## src/rtl/scd_pkg.sv

```systemverilog
// shared types and constants for the opcode decoder and its timing table
// assumes one 50 MHz clock and opcodes arriving one byte at a time
package scd_pkg;

	// clock rate, kept for reference by timing math
	localparam int CLK_MHZ = 50;

	// widths
	localparam int OP_W = 8;
	localparam int CNT_W = 3;
	localparam int IDX_W = 3;

	// instruction lengths in bytes
	localparam logic [1:0] LEN_1 = 2'h1;
	localparam logic [1:0] LEN_2 = 2'h2;
	localparam logic [1:0] LEN_3 = 2'h3;

	// execution times in clock cycles
	localparam logic [2:0] CYC_1 = 3'h1;
	localparam logic [2:0] CYC_2 = 3'h2;
	localparam logic [2:0] CYC_3 = 3'h3;
	localparam logic [2:0] CYC_4 = 3'h4;
	localparam logic [2:0] CYC_5 = 3'h5;
	localparam logic [2:0] CYC_6 = 3'h6;

	// counter value on the last busy cycle
	localparam logic [2:0] CNT_LAST = 3'h1;

	// reset values
	localparam logic RDY_RST = 1'b1;
	localparam logic [2:0] CNT_RST = 3'h0;

	// opcodes that work on the active data pointer
	localparam logic [7:0] OPC_INC_DP = 8'hA3;
	localparam logic [7:0] OPC_LD_DP = 8'h90;
	localparam logic [7:0] OPC_MOVC_DP = 8'h93;
	localparam logic [7:0] OPC_RDX_DP = 8'hE0;
	localparam logic [7:0] OPC_WRX_DP = 8'hF0;
	localparam logic [7:0] OPC_JMP_DP = 8'h73;

	// opcode field patterns for operand forms
	localparam logic [2:0] IND_LOW = 3'h3;
	localparam logic [2:0] MOVX_HI = 3'h7;
	localparam logic [2:0] MOVX_LOW = 3'h1;

	typedef enum logic [2:0] {
		CLS_NOP = 3'b000,
		CLS_ARITH = 3'b001,
		CLS_LOGIC = 3'b010,
		CLS_XFER = 3'b011,
		CLS_BRANCH = 3'b100,
		CLS_BOOL = 3'b101,
		CLS_MULDIV = 3'b110,
		CLS_RSVD = 3'b111
	} scd_cls_t;

	typedef enum logic [1:0] {
		FRM_NONE = 2'b00,
		FRM_REG = 2'b01,
		FRM_IND = 2'b10
	} scd_form_t;

	typedef enum logic [0:0] {
		ST_IDLE = 1'b0,
		ST_EXEC = 1'b1
	} scd_st_t;

	typedef struct packed {
		scd_cls_t cls;
		logic [1:0] len;
		logic [2:0] cyc;
	} scd_info_t;

	typedef struct packed {
		scd_cls_t cls;
		scd_form_t form;
		logic [1:0] len;
		logic [2:0] cyc;
		logic [4:0] reg_addr;
		logic active_data_pointer_use;
		logic active_data_pointer_sel;
		logic [7:0] opcode;
	} scd_dec_t;

	typedef struct packed {
		scd_st_t st;
		logic ready;
		logic busy;
		logic done;
		logic [2:0] cnt;
		scd_dec_t dec;
	} scd_state_t;

endpackage

```

## src/rtl/scd_optab.sv

```systemverilog
// opcode to class, length and cycle count lookup, purely combinational
// assumes the caller registers the result
`timescale 1ns/100ps
module scd_optab (
	input wire logic [7:0] opcode,
	output scd_pkg::scd_info_t info
);

	// one entry per group of opcodes sharing class, length and time
	always_comb begin
		case (opcode) inside
			8'h00: info = {scd_pkg::CLS_NOP, scd_pkg::LEN_1, scd_pkg::CYC_1};
			// arithmetic
			[8'h28:8'h2F], [8'h38:8'h3F], [8'h98:8'h9F], 8'h04, 8'hA3, 8'h14, 8'hD4: begin
				info = {scd_pkg::CLS_ARITH, scd_pkg::LEN_1, scd_pkg::CYC_1};
			end
			8'h25, 8'h35, 8'h95, 8'h24, 8'h34, 8'h94: begin
				info = {scd_pkg::CLS_ARITH, scd_pkg::LEN_2, scd_pkg::CYC_2};
			end
			8'h26, 8'h27, 8'h36, 8'h37, 8'h96, 8'h97, [8'h08:8'h0F], [8'h18:8'h1F]: begin
				info = {scd_pkg::CLS_ARITH, scd_pkg::LEN_1, scd_pkg::CYC_2};
			end
			8'h05, 8'h15: info = {scd_pkg::CLS_ARITH, scd_pkg::LEN_2, scd_pkg::CYC_3};
			8'h06, 8'h07, 8'h16, 8'h17: info = {scd_pkg::CLS_ARITH, scd_pkg::LEN_1, scd_pkg::CYC_3};
			8'hA4, 8'h84: info = {scd_pkg::CLS_MULDIV, scd_pkg::LEN_1, scd_pkg::CYC_5};
			// logic
			[8'h48:8'h4F], [8'h58:8'h5F], [8'h68:8'h6F], 8'hE4, 8'hF4, 8'hC4: begin
				info = {scd_pkg::CLS_LOGIC, scd_pkg::LEN_1, scd_pkg::CYC_1};
			end
			8'h23, 8'h33, 8'h03, 8'h13: info = {scd_pkg::CLS_LOGIC, scd_pkg::LEN_1, scd_pkg::CYC_1};
			8'h45, 8'h55, 8'h65, 8'h44, 8'h54, 8'h64: begin
				info = {scd_pkg::CLS_LOGIC, scd_pkg::LEN_2, scd_pkg::CYC_2};
			end
			8'h46, 8'h47, 8'h56, 8'h57, 8'h66, 8'h67: begin
				info = {scd_pkg::CLS_LOGIC, scd_pkg::LEN_1, scd_pkg::CYC_2};
			end
			8'h42, 8'h52, 8'h62: info = {scd_pkg::CLS_LOGIC, scd_pkg::LEN_2, scd_pkg::CYC_3};
			8'h43, 8'h53, 8'h63: info = {scd_pkg::CLS_LOGIC, scd_pkg::LEN_3, scd_pkg::CYC_4};
			// data transfer
			[8'hE8:8'hEF]: info = {scd_pkg::CLS_XFER, scd_pkg::LEN_1, scd_pkg::CYC_1};
			8'hE5, 8'h74, [8'h78:8'h7F]: info = {scd_pkg::CLS_XFER, scd_pkg::LEN_2, scd_pkg::CYC_2};
			[8'hF8:8'hFF], [8'hC8:8'hCF], 8'hE6, 8'hE7: begin
				info = {scd_pkg::CLS_XFER, scd_pkg::LEN_1, scd_pkg::CYC_2};
			end
			[8'hA8:8'hAF], 8'h86, 8'h87, 8'hC0: begin
				info = {scd_pkg::CLS_XFER, scd_pkg::LEN_2, scd_pkg::CYC_4};
			end
			8'hF5, [8'h88:8'h8F], 8'h76, 8'h77, 8'hC5, 8'hD0: begin
				info = {scd_pkg::CLS_XFER, scd_pkg::LEN_2, scd_pkg::CYC_3};
			end
			8'h85: info = {scd_pkg::CLS_XFER, scd_pkg::LEN_3, scd_pkg::CYC_4};
			8'h75, 8'h90: info = {scd_pkg::CLS_XFER, scd_pkg::LEN_3, scd_pkg::CYC_3};
			8'hF6, 8'hF7, 8'h93, 8'h83, 8'hE2, 8'hE3, 8'hE0, 8'hC6, 8'hC7, 8'hD6, 8'hD7: begin
				info = {scd_pkg::CLS_XFER, scd_pkg::LEN_1, scd_pkg::CYC_3};
			end
			8'hA6, 8'hA7: info = {scd_pkg::CLS_XFER, scd_pkg::LEN_2, scd_pkg::CYC_5};
			8'hF2, 8'hF3, 8'hF0: info = {scd_pkg::CLS_XFER, scd_pkg::LEN_1, scd_pkg::CYC_4};
			// program branches; absolute forms carry address bits in the top three
			8'b???00001: info = {scd_pkg::CLS_BRANCH, scd_pkg::LEN_2, scd_pkg::CYC_3};
			8'b???10001: info = {scd_pkg::CLS_BRANCH, scd_pkg::LEN_2, scd_pkg::CYC_6};
			8'h12: info = {scd_pkg::CLS_BRANCH, scd_pkg::LEN_3, scd_pkg::CYC_6};
			8'h22, 8'h32: info = {scd_pkg::CLS_BRANCH, scd_pkg::LEN_1, scd_pkg::CYC_4};
			8'h02, 8'h20, 8'h30, 8'h10, [8'hB4:8'hBF], 8'hD5: begin
				info = {scd_pkg::CLS_BRANCH, scd_pkg::LEN_3, scd_pkg::CYC_4};
			end
			8'h80, 8'h60, 8'h70, 8'h40, 8'h50, [8'hD8:8'hDF]: begin
				info = {scd_pkg::CLS_BRANCH, scd_pkg::LEN_2, scd_pkg::CYC_3};
			end
			8'h73: info = {scd_pkg::CLS_BRANCH, scd_pkg::LEN_1, scd_pkg::CYC_2};
			// boolean
			8'hC3, 8'hD3, 8'hB3: info = {scd_pkg::CLS_BOOL, scd_pkg::LEN_1, scd_pkg::CYC_1};
			8'hC2, 8'hD2, 8'hB2, 8'h92: info = {scd_pkg::CLS_BOOL, scd_pkg::LEN_2, scd_pkg::CYC_3};
			8'h82, 8'hB0, 8'h72, 8'hA0, 8'hA2: begin
				info = {scd_pkg::CLS_BOOL, scd_pkg::LEN_2, scd_pkg::CYC_2};
			end
			// the one unassigned code runs as a one-cycle filler
			default: info = {scd_pkg::CLS_RSVD, scd_pkg::LEN_1, scd_pkg::CYC_1};
		endcase
	end

endmodule // scd_optab

```

## src/rtl/scd_decoder.sv

```systemverilog
// opcode decoder and cycle timer for the single-cycle-per-byte cpu core
// assumes opcode bytes from program memory, synchronous to mclk
//
// Behaviour
// - 0x28-0x2F add register: 1 byte, 1 cycle
// - add with carry forms and their timings
// - subtract with borrow forms and their timings
// - increment direct 3, pointer/acc 1, register 2
// - and to direct: 0x52 3, 0x53 4
// - or register 1, 0x42 3, 0x43 4
// - xor register 1, 0x62 3, 0x63 4
// - clear, complement, swap accumulator: one cycle
// - accumulator rotates: one byte, one cycle
// - direct to register 4, acc to register 2
// - load data pointer 0x90: 3 bytes, 3 cycles
// - code reads 3 cycles, 0x93 and 0x83
// - external reads 3 cycles, writes 4 cycles
// - push 4 cycles, pop 3, two bytes
// - low nibble exchange 0xD6-0xD7, 3 cycles
// - jumps 3/4 cycles, calls 6, returns 4
// - computed jump 0x73: 1 byte, 2 cycles
// - conditional relative jumps: 2 bytes, 3 cycles
// - bit test jumps: 3 bytes, 4 cycles
// - compare and jump forms: 3 bytes, 4 cycles
// - decrement and jump: register 3, direct 4
// - carry bit logic and moves, 1-3 cycles
// - two status bits pick working register bank
// - select bit picks active data pointer
`timescale 1ns/100ps
module scd_decoder (
	input wire logic mclk,
	input wire logic rst_b,
	input wire logic op_valid,
	input wire logic [7:0] op_byte,
	input wire logic bank_select_high,
	input wire logic bank_select_low,
	input wire logic pointer_select_bit,
	output logic op_ready,
	output logic busy,
	output logic done,
	output scd_pkg::scd_dec_t dec
);

	scd_pkg::scd_state_t s_r;
	scd_pkg::scd_state_t s_nxt;
	scd_pkg::scd_info_t info;
	scd_pkg::scd_form_t form;
	logic [2:0] idx;
	logic active_data_pointer_use;
	logic take;

	// class, length and time of the offered opcode
	scd_optab u_optab (
		.opcode(op_byte),
		.info(info)
	);

	// an opcode is taken only while idle
	assign take = op_valid && s_r.ready;

	// operand form and register index from opcode bits
	always_comb begin
		form = scd_pkg::FRM_NONE;
		idx = '0;
		if (op_byte[3]) begin
			form = scd_pkg::FRM_REG;
			idx = op_byte[2:0];
		end else if (op_byte[3:1] == scd_pkg::IND_LOW) begin
			form = scd_pkg::FRM_IND;
			idx = {2'b00, op_byte[0]};
		end else if (op_byte[7:5] == scd_pkg::MOVX_HI && op_byte[3:1] == scd_pkg::MOVX_LOW) begin
			// external moves through r0/r1 share the indirect form
			form = scd_pkg::FRM_IND;
			idx = {2'b00, op_byte[0]};
		end
	end

	// every pointer instruction follows the select bit
	always_comb begin
		active_data_pointer_use = 1'b0;
		if (op_byte == scd_pkg::OPC_INC_DP || op_byte == scd_pkg::OPC_LD_DP) begin
			active_data_pointer_use = 1'b1;
		end else if (op_byte == scd_pkg::OPC_MOVC_DP || op_byte == scd_pkg::OPC_JMP_DP) begin
			active_data_pointer_use = 1'b1;
		end else if (op_byte == scd_pkg::OPC_RDX_DP || op_byte == scd_pkg::OPC_WRX_DP) begin
			active_data_pointer_use = 1'b1;
		end
	end

	// next state: idle takes an opcode, exec counts its cycles down
	always_comb begin
		s_nxt = s_r;
		s_nxt.done = 1'b0;
		case (s_r.st)
			scd_pkg::ST_IDLE: begin
				if (take) begin
					s_nxt.st = scd_pkg::ST_EXEC;
					s_nxt.ready = 1'b0;
					s_nxt.busy = 1'b1;
					s_nxt.cnt = info.cyc;
					s_nxt.dec.cls = info.cls;
					s_nxt.dec.len = info.len;
					s_nxt.dec.cyc = info.cyc;
					s_nxt.dec.form = form;
					s_nxt.dec.opcode = op_byte;
					// bank bits sampled with the opcode; a later change waits
					s_nxt.dec.reg_addr = {bank_select_high, bank_select_low, idx};
					s_nxt.dec.active_data_pointer_use = active_data_pointer_use;
					s_nxt.dec.active_data_pointer_sel = pointer_select_bit;
				end
			end
			scd_pkg::ST_EXEC: begin
				s_nxt.cnt = s_r.cnt - 3'h1;
				if (s_r.cnt == scd_pkg::CNT_LAST) begin
					s_nxt.st = scd_pkg::ST_IDLE;
					s_nxt.busy = 1'b0;
					s_nxt.ready = 1'b1;
					s_nxt.done = 1'b1;
				end
			end
			default: begin
				s_nxt.st = scd_pkg::ST_IDLE;
			end
		endcase
		if (!rst_b) begin
			s_nxt = '0;
			s_nxt.ready = scd_pkg::RDY_RST;
			s_nxt.cnt = scd_pkg::CNT_RST;
		end
	end

	// single state register, synchronous reset folded in above
	always_ff @(posedge mclk) begin
		s_r <= s_nxt;
	end

	// outputs straight from the state register
	assign op_ready = s_r.ready;
	assign busy = s_r.busy;
	assign done = s_r.done;
	assign dec = s_r.dec;
endmodule // scd_decoder

```

## config.mk

```make
export PLATFORM = sky130hd
export DESIGN_NAME = scd_decoder
export DESIGN_NICKNAME = d
export VERILOG_FILES = /design/src/rtl/scd_pkg.sv /design/src/rtl/scd_optab.sv /design/src/rtl/scd_decoder.sv
export SDC_FILE = /design/constraint.sdc
export NUM_CORES = 1
export LEC_CHECK = 0
export ABC_AREA = 1
export BUFFER_PORTS_ARGS = -buffer_cell sky130_fd_sc_hd__buf_2
export CORE_MARGIN = 2
export CORE_UTILIZATION = 56
export DETAILED_ROUTE_END_ITERATION = 6
export GPL_TIMING_DRIVEN = 0
export PLACE_DENSITY = 0.85
export SYNTH_ARGS = -nofsm -noshare
export SYNTH_HDL_FRONTEND = slang
export SYNTH_HIERARCHICAL = 1
export SYNTH_SLANG_ARGS = --single-unit
```

## constraint.sdc

```tcl
create_clock -name mclk -period 2 [get_ports mclk]
set_input_delay 0.2 -clock mclk [delete_from_list [all_inputs] [get_ports mclk]]
set_output_delay 0.2 -clock mclk [all_outputs]
set_load 0.01 [all_outputs]
```

==> results.ini, run 1 <==
[grt]
grt_pass1_vias=2254
grtUsageTotal_pct=27.4
grt_max_degree=12
overflow=0
antenna_found_initial=0
grt_pass1_wl_mm=9.79

[placed_design]
dp.cells=477
post-dp-hpwl_mm=4.77
routabilityCongestion=0.965
port_buffers=40
place_area_sq_mm=0.00262

[finish]
stdcell_count=484
final_common_cell=nand2_1
diodes=0
area_growth_pct=14.8
final_cell_mix=87 x nand2_1, 66 x nor2_1, 42 x buf_2, 38 x inv_1, 31 x dfxtp_1
stdcell_area_sq_mm=0.00271
drive_gt1_share_pct=26.0
nets=450

[setup_path]
crit_top_cell=nand2_1
path_cells=buf_2 -> buf_4 -> inv_2 -> nand2_4 -> nor2_4 -> nand2_1 -> nand2_1 -> nor3_2 -> nand2_1 -> nor2_1 -> nand4_1 -> nor3_2 -> nand2_1 -> o211ai_1 -> nand2_1 -> inv_1
path_max_fanout=9
cp.required_ps=2230
slowest_delay_ps=200
endpoint_kind=register
worstPathArrival_ps=1930
cp_slowest_cell=buf_4
setup.worst_path.start_class=primary input
worstSetupPathType=in2reg

[clocking]
cts_root_buffer=clkbuf_8
worstSkewPairLatency_ps=270
cts_max_level=2
cts_sinks=31
clkTransAtPathRegs_ps=60
cts-hold-fix-buffers=0
cts_made_buffers=5
cts_tree=done
cts_resized=0
ctsLongestPathBuffers=2
cts_setup_buffers=0

[floorplan]
core_area_sq_mm=0.00403
fp.dieH_um=68.9
row_count=23
die_area_sq_mm=0.00475
initial_utilization_pct=58.6
ios=42
die_w_um=68.9

[timing]
finalCritPeriodShare_pct=85.5
fin_skew_ps=5.00
fmax_mhz=585
maxSlewHeadroom_pct=75.9
drv_slew=0
rsz0062_at_grt=no
setup_viol=0
setup-tns-final_ps=0
hold_violations=0
tightest_slew_ps=362
fin_crit_ps=1710
whs_ps=148

[route]
drc=0
drt-total-wl_mm=6.07
drt-initial-drc-count=357
wl_per_cell_um=12.5
firstDrtPassIters=5
postRouteAntennaNets=0
routed-via-count=2532
drt-vias-per-instance=5.23

[synth]
ys_async_sr_fraction_pct=0
ys_warn_count=6
synth_edf_count=0
syn_area_sq_mm=0.00236
synth_cells=387
synth_seq_cells=31
syn_nets=403
synthFlopType=dfxtp_1
synth.distinct_cells=33
postSynthAreaPerCell_sq_um=6.10
ys_seq_area_share_pct=26.3

[power_and_ir_drop]
vdd_ir_drop_max_mv=0.509
cellPowerDensity_mw_per_mm2=631
p_total_mw=1.71
p_leak_nw=1.46

[worst_hold_path]
hp-class=in2reg

[status]
status=finished clean

[job]
drv_cap=0

report_power, final:
part | switching, mW | leakage [nW] | internal (mW)
combinational | 0.292 | 1.16 | 0.218
clock | 0.216 | 0.0470 | 0.269
sequential | 0.0358 | 0.255 | 0.680
total | 0.544 | 1.46 | 1.17
Yosys cell counts (2+ instances only):
library cell	count	area (sq um)
nand3_1	28	140
buf_2	2	10.0
a21oi_1	21	105
nand2_2	3	18.8
a31oi_1	2	12.5
o21ai_0	17	85.1
nor2_2	6	37.5
inv_1	38	143
nor2_1	66	248
ha_1	2	25.0
inv_2	11	41.3
a22oi_1	2	15.0
o211ai_1	2	15.0
buf_4	28	210
nor3_2	5	50.1
nand4_1	9	56.3
dfxtp_1	31	621
o21ai_1	6	30.0
nor3_1	3	15.0
buf_6	4	45.0
nor2_4	3	33.8
nand2_1	87	327
path summary, 6_finish.rpt:
| path | startpoint | endpoint | slack [ps] | cells past startpoint |
|---|---|---|---|---|
| hold reg to reg | dec[15] | dec[15] | 460 | 2 |
| setup reg to reg | s_r[25] | s_r[26] | 720 | 4 |
| hold / removal | pointer_select_bit | dec[8] | 150 | 3 |
| setup / recovery | op_byte[3] | s_r[25] | 290 | 16 |
worst max-delay path: cells and delay by family:
kind | cells | cell delay [ps]
AO/OA/AOI/OAI | 1 | 100
buffers and inverters | 4 | 510
AND/OR/NAND/NOR | 11 | 1120
flip-flops by register name, indices dropped and copies added (netlist names):
register and count:
busy 1, op_ready 1, done 1, dec 24, s_r 4
kinds of logic after synthesis:
logic type / share of synthesized area (%)
DFF: 26.3
AOI/OAI and AO/OA: 12.3
and+or+nand+nor: 40.8
adders and majority gates: 1.06
buffers and inverters: 19.6
area by class of cell:
cell class                      count  area (sq um)
Clock buffer                        6          82.6
Sequential cell                    31           621
Fill cell                         390          1320
Inverter                           50           188
Multi-Input combinational cell    270          1280
Tap cell                           50          62.6
Timing Repair Buffer               40           200
Clock inverter                      1          5.00
Buffer                             36           274
through the flow:
| stage | util, % | setup slack, ps |
|---|---|---|
| floorplan | - | 497 |
| global placement | 65.1 | 12.8 |
| detailed placement | 65.1 | 45.9 |
| CTS | 67.3 | 326 |
| global route | 67.3 | 116 |
| finish | 67.3 | 291 |
per-layer routing:
| layer | GRT usage [%] | wire [um] |
|---|---|---|
| met1 | 37.1 | 2830 |
| met2 | 45.1 | 2760 |
| met3 | 6.33 | 467 |
| met4 | 4.66 | 24 |
| met5 | 0 | 0 |
Note: power is estimated with default switching activity, not from simulation.
==> run 2, diff against run 1 <==
==> constraint.sdc (replaced) <==
create_clock -name mclk -period 2 [get_ports mclk]
set_input_delay 0.4 -clock mclk [delete_from_list [all_inputs] [get_ports mclk]]
set_output_delay 0.4 -clock mclk [all_outputs]
set_load 0.01 [all_outputs]
==> run 2 against run 1 <==
Effect of this change: via count is 0.91% higher; non-clock buffer count is 1 higher; register-to-register slack hardly changed; global-route usage stayed put; combinational power is 1% higher.
==> results.ini, run 2 (synthesis results as in run 1) <==
[status]
status=finished clean  ; unchanged

[clocking]
cts_sinks=31  ; unchanged
cts_made_buffers=5  ; unchanged
cts_root_buffer=clkbuf_8  ; unchanged
cts_tree=done  ; unchanged
cts_max_level=2  ; unchanged
cts-hold-fix-buffers=0  ; unchanged
ctsLongestPathBuffers=2  ; unchanged
worstSkewPairLatency_ps=270  ; about the same
clkTransAtPathRegs_ps=60  ; about the same

[grt]
grtUsageTotal_pct=27.4  ; unchanged
overflow=0  ; unchanged
grt_max_degree=12  ; unchanged
antenna_found_initial=0  ; unchanged
grt_pass1_wl_mm=9.79  ; unchanged
grt_pass1_vias=2254  ; unchanged

[power_and_ir_drop]
cellPowerDensity_mw_per_mm2=627  ; was 631 mW/mm^2
p_comb_share_pct=30.0  ; was 29.8%
seqPwrFrac_pct=41.7  ; was 41.8%
p_leak_nw=1.47  ; was 1.46 nW
vdd_ir_drop_max_mv=0.509  ; about the same
p_total_mw=1.72  ; was 1.71 mW
p_int_mw=1.17  ; about the same
switchingPower_mw=0.547  ; was 0.544 mW
power_frac_clock_pct=28.3  ; was 28.4%
p_sw_share_pct=31.8  ; about the same

[timing]
drv_slew=0  ; unchanged
whs_ps=348  ; was 148 ps
rsz0062_at_grt=no  ; unchanged
setup-tns-final_ps=0  ; unchanged
finalCritPeriodShare_pct=93.6  ; was 85.5%
fmax_mhz=534  ; was 585 MHz
tightest_slew_ps=362  ; about the same
fin_crit_ps=1870  ; was 1710 ps
setup_viol=0  ; unchanged
fin_skew_ps=5.23  ; was 5.00 ps
maxSlewHeadroom_pct=75.7  ; was 75.9%
hold_violations=0  ; unchanged

[placed_design]
routabilityCongestion=0.965  ; unchanged
port_buffers=40  ; unchanged
post-dp-hpwl_mm=4.77  ; unchanged
dp.cells=477  ; unchanged

[route]
wl_per_cell_um=12.6  ; was 12.5 um
postRouteAntennaNets=0  ; unchanged
drt-initial-drc-count=357  ; unchanged
drt-total-wl_mm=6.13  ; was 6.07 mm
drc=0  ; unchanged
routed-via-count=2555  ; was 2532
firstDrtPassIters=5  ; unchanged
drt-vias-per-instance=5.27  ; was 5.23

[setup_path]
worstSetupPathType=in2reg  ; unchanged
rr_worst_depth=4  ; unchanged
setup.worst_path.start_class=primary input  ; unchanged
worstPathArrival_ps=2100  ; was 1930 ps
path_max_fanout=7  ; was 9
endpoint_kind=register  ; unchanged
timing.rr.end=s_r[26]  ; unchanged
cp.required_ps=2230  ; about the same
worst-r2r-setup-slack_ps=720  ; about the same
regToRegStartpoint=s_r[25]  ; unchanged

[floorplan]
ios=42  ; unchanged
fp.dieH_um=68.9  ; unchanged
die_area_sq_mm=0.00475  ; unchanged
row_count=23  ; unchanged
core_area_sq_mm=0.00403  ; unchanged
die_w_um=68.9  ; unchanged
initial_utilization_pct=58.6  ; unchanged

[job]
drv_cap=0  ; unchanged

[worst_hold_path]
hp-start=pointer_select_bit  ; unchanged
hold_path_end=dec[8]  ; unchanged
hp-class=in2reg  ; unchanged
min_path_cells=3  ; unchanged

[finish]
final_common_cell=nand2_1  ; unchanged
area_growth_pct=16.0  ; was 14.8%
largest_reg_flops=24  ; unchanged
nets=451  ; was 450
stdcell_count=485  ; was 484
final_cell_mix=87 x nand2_1, 64 x nor2_1, 42 x buf_2, 38 x inv_1, 31 x dfxtp_1  ; was 87 x nand2_1, 66 x nor2_1, 42 x buf_2, 38 x inv_1, 31 x dfxtp_1
diodes=0  ; unchanged
drive_gt1_share_pct=26.7  ; was 26.0%

[run 2: cell count changes in the layout (fill, tap and decap cells not counted), sizes merged]
cell	previous run	this run
buf	74	75
[run 2: worst max-delay path, cell delays in order]
cell and delay [ps]:
buf_2 140, buf_6 140, nor2_4 170, inv_2 80
nand2_1 70, nand2_1 90, nor3_2 210, nand2_1 100
nor2_1 110, nand4_1 120, nor3_2 130, nand2_1 100
o211ai_1 100, nand2_1 70, inv_1 50
[run 2: how the worst max path moves through the flow]
stage                     from  slack [ps]      end  cells after the start
global placement    op_byte[3]        -190  s_r[25]                     16
floorplan           op_byte[3]         300  s_r[25]                     15
global route        op_byte[5]           2  s_r[25]                     17
detailed placement  op_byte[3]        -150  s_r[25]                     16
CTS                 op_byte[3]         130  s_r[25]                     16
finish              op_byte[3]         130  s_r[25]                     15
[run 2: cell type report]
class	count	area, sq um
Sequential cell	31	621
Clock inverter	1	5.00
Fill cell	385	1290
Timing Repair Buffer	41	208
Tap cell	50	62.6
Clock buffer	6	82.6
Buffer	36	282
Multi-Input combinational cell	270	1290
Inverter	50	188
[run 2: power by group through the flow]
stage	registers, mW	clock network (mW)	logic (mW)
3_3_place_gp	0.726	0	0.501
5_1_grt	0.723	0.526	0.577
2_1_floorplan	0.723	0	0.365
3_5_place_dp	0.728	0	0.506
4_1_cts	0.716	0.493	0.509
6_report	0.716	0.486	0.516
[run 2: through the flow]
stage,worst slack [ps],util [%],instance area [sq um]
after floorplan,297,-,2360
final,128,68.0,2740
after CTS,126,67.3,2710
after global placement,-187,65.1,2620
after global routing,1.51,68.0,2740
after detailed placement,-154,65.1,2620
[run 2: repair_timing]
action                                 4_1_cts  5_1_grt
setup endpoints to repair                    0        3
gates resized for setup                      0        5
buffers inserted                             0        1
endpoints found under the hold margin        0        0
[run 2: routing by layer]
| layer | share of wire (%) | vias up | GRT usage (%) |
|---|---|---|---|
| li1 | - | 1303 | - |
| met1 | 47 | 1136 | 37.1 |
| met2 | 45 | 114 | 45.1 |
| met3 | 8.2 | 2 | 6.33 |
| met4 | 0.39 | 0 | 4.66 |
| met5 | 0 | - | 0 |
==> run 3, diff against run 2 <==
CTS_CLUSTER_DIAMETER = 50   (was not set)
MAX_ROUTING_LAYER = met4   (was not set)
==> run 3 against run 2 <==
Effect of this change: sequential share of layout area shrank 0.18 points; highest routed layer unchanged; die area unchanged; final area rose by 0.82%; largest cell class unchanged; via count is 0.39% higher; global-route usage rose by 1.2 points; first-iteration DRC count decreased by 3.9%; clock skew about the same; non-clock buffer count is 1 higher.
==> results.ini, run 3 (synthesis results as in run 1) <==
[finish]
nets=452  ; was 451
final_common_cell=nand2_1  ; unchanged
stdcell_count=486  ; was 485
diodes=0  ; unchanged
largest_reg_flops=24  ; unchanged
final_cell_mix=85 x nand2_1, 64 x nor2_1, 42 x buf_2, 37 x inv_1, 31 x dfxtp_1  ; was 87 x nand2_1, 64 x nor2_1, 42 x buf_2, 38 x inv_1, 31 x dfxtp_1
drive_gt1_share_pct=27.8  ; was 26.7%
stdcell_area_sq_mm=0.00276  ; was 0.00274 sq mm
fillers=376  ; was 385
area_growth_pct=17.0  ; was 16.0%

[route]
routed-via-count=2565  ; was 2555
drt-total-wl_mm=6.32  ; was 6.13 mm
postRouteAntennaNets=0  ; unchanged
drc=0  ; unchanged
drt-vias-per-instance=5.28  ; was 5.27
firstDrtPassIters=4  ; was 5
wl_per_cell_um=13.0  ; was 12.6 um
drt-initial-drc-count=343  ; was 357

[setup_path]
endpoint_kind=register  ; unchanged
worst-r2r-setup-slack_ps=750  ; was 720 ps
setup.worst_path.start_class=primary input  ; unchanged
crit_top_cell=nor2_1  ; was nand2_1
cp.required_ps=2160  ; was 2230 ps
cp_slowest_cell=nor2_1  ; was nor3_2
worstSetupPathType=in2reg  ; unchanged
slowest_delay_ps=180  ; was 210 ps
worstPathArrival_ps=2000  ; was 2100 ps
path_max_fanout=9  ; was 7
path_cells=buf_2 -> buf_6 -> nor2_4 -> buf_4 -> nand2_1 -> nor2_1 -> nor2_1 -> nand2_1 -> nor2_1 -> nand4_1 -> nor2_1 -> nand3_1 -> nand2_1 -> a31oi_1  ; was buf_2 -> buf_6 -> nor2_4 -> inv_2 -> nand2_1 -> nand2_1 -> nor3_2 -> nand2_1 -> nor2_1 -> nand4_1 -> nor3_2 -> nand2_1 -> o211ai_1 -> nand2_1 -> inv_1

[grt]
antenna_found_initial=0  ; unchanged
overflow=0  ; unchanged
grt_pass1_wl_mm=9.78  ; was 9.79 mm
grtUsageTotal_pct=28.6  ; was 27.4%
grt_pass1_vias=2214  ; was 2254
grt_max_degree=12  ; unchanged

[clocking]
cts_tree=done  ; unchanged
worstSkewPairLatency_ps=290  ; was 270 ps
cts_made_buffers=5  ; unchanged
cts-hold-fix-buffers=0  ; unchanged
clkTransAtPathRegs_ps=60  ; about the same
ctsLongestPathBuffers=2  ; unchanged
cts_max_level=2  ; unchanged
cts_root_buffer=clkbuf_8  ; unchanged
cts_sinks=31  ; unchanged

[timing]
setup-tns-final_ps=0  ; unchanged
tightest_slew_ps=381  ; was 362 ps
fin_crit_ps=1840  ; was 1870 ps
setup_viol=0  ; unchanged
finalCritPeriodShare_pct=92.1  ; was 93.6%
fmax_mhz=543  ; was 534 MHz
maxSlewHeadroom_pct=74.5  ; was 75.7%
fin_skew_ps=5.20  ; was 5.23 ps
hold_violations=0  ; unchanged
whs_ps=339  ; was 348 ps
rsz0062_at_grt=no  ; unchanged
drv_slew=0  ; unchanged

[floorplan]
initial_utilization_pct=58.6  ; unchanged
ios=42  ; unchanged
die_area_sq_mm=0.00475  ; unchanged
core_area_sq_mm=0.00403  ; unchanged
row_count=23  ; unchanged
fp.dieH_um=68.9  ; unchanged
die_w_um=68.9  ; unchanged

[placed_design]
post-dp-hpwl_mm=4.81  ; was 4.77 mm
port_buffers=40  ; unchanged
dp.cells=477  ; unchanged
place_area_sq_mm=0.00262  ; unchanged
routabilityCongestion=0.998  ; was 0.965

[power_and_ir_drop]
p_total_mw=1.74  ; was 1.72 mW
p_leak_nw=1.49  ; was 1.47 nW
cellPowerDensity_mw_per_mm2=630  ; was 627 mW/mm^2
vdd_ir_drop_max_mv=0.387  ; was 0.509 mV

[worst_hold_path]
hp-class=in2reg  ; unchanged

[job]
drv_cap=0  ; unchanged

[status]
status=finished clean  ; unchanged

-- run 3: cell count changes in the layout (fill, tap and decap cells not counted) --
cell     delta
inv_1       -1
buf_4       +1
nor2_2      -1
nand3_2     +1
nand2_2     +2
inv_2       +1
nand2_1     -2
nor2_4      +1
nand3_1     -1
-- run 3: timing repair --
item / in CTS / in global routing
setup buffers: 0 / 2
setup endpoints to repair: 0 / 3
gates resized for setup: 0 / 10
-- run 3: worst max-delay path, delay by kind of cell --
kind	cells	cell delay, ps
and+or+nand+nor	10	1050
buffers and inverters	3	450
AOI/OAI and AO/OA	1	100
-- run 3: path summary, 6_finish.rpt --
path                          from      end  depth (start not counted)
setup / recovery        op_byte[3]  s_r[26]                         14
hold reg to reg            dec[15]  dec[15]                          2
hold / removal    bank_select_high  dec[14]                          3
setup reg to reg           s_r[25]  s_r[26]                          4
-- run 3: final cells by class --
cell class	instances	area [sq um]	area share, %
Multi-Input combinational cell	270	1310	47.3
Inverter	50	188	6.80
Tap cell	50	62.6	2.27
Timing Repair Buffer	42	215	7.79
Buffer	36	282	10.2
Clock inverter	1	5.00	0.181
Clock buffer	6	82.6	2.99
Sequential cell	31	621	22.5
-- run 3: routing by layer --
metal	share of wire (%)	GRT usage [%]	up-vias
met4	1.3	8.58	0
li1	-	-	1308
met3	6.9	5.68	6
met5	0	-	-
met2	46	45.0	98
met1	46	37.3	1153
-- run 3: stage by stage --
step / util (%) / setup slack, ps
after floorplan: - / 297
final: 68.5 / 157
after CTS: 67.3 / 126
after global placement: 65.1 / -199
after global routing: 68.5 / 18.3
after detailed placement: 65.1 / -160
-- run 3: report_power, final --
group	switching (mW)	internal, mW	total, mW
clock network	0.234	0.270	0.504
registers	0.0352	0.680	0.715
logic	0.297	0.223	0.521
total	0.567	1.17	1.74
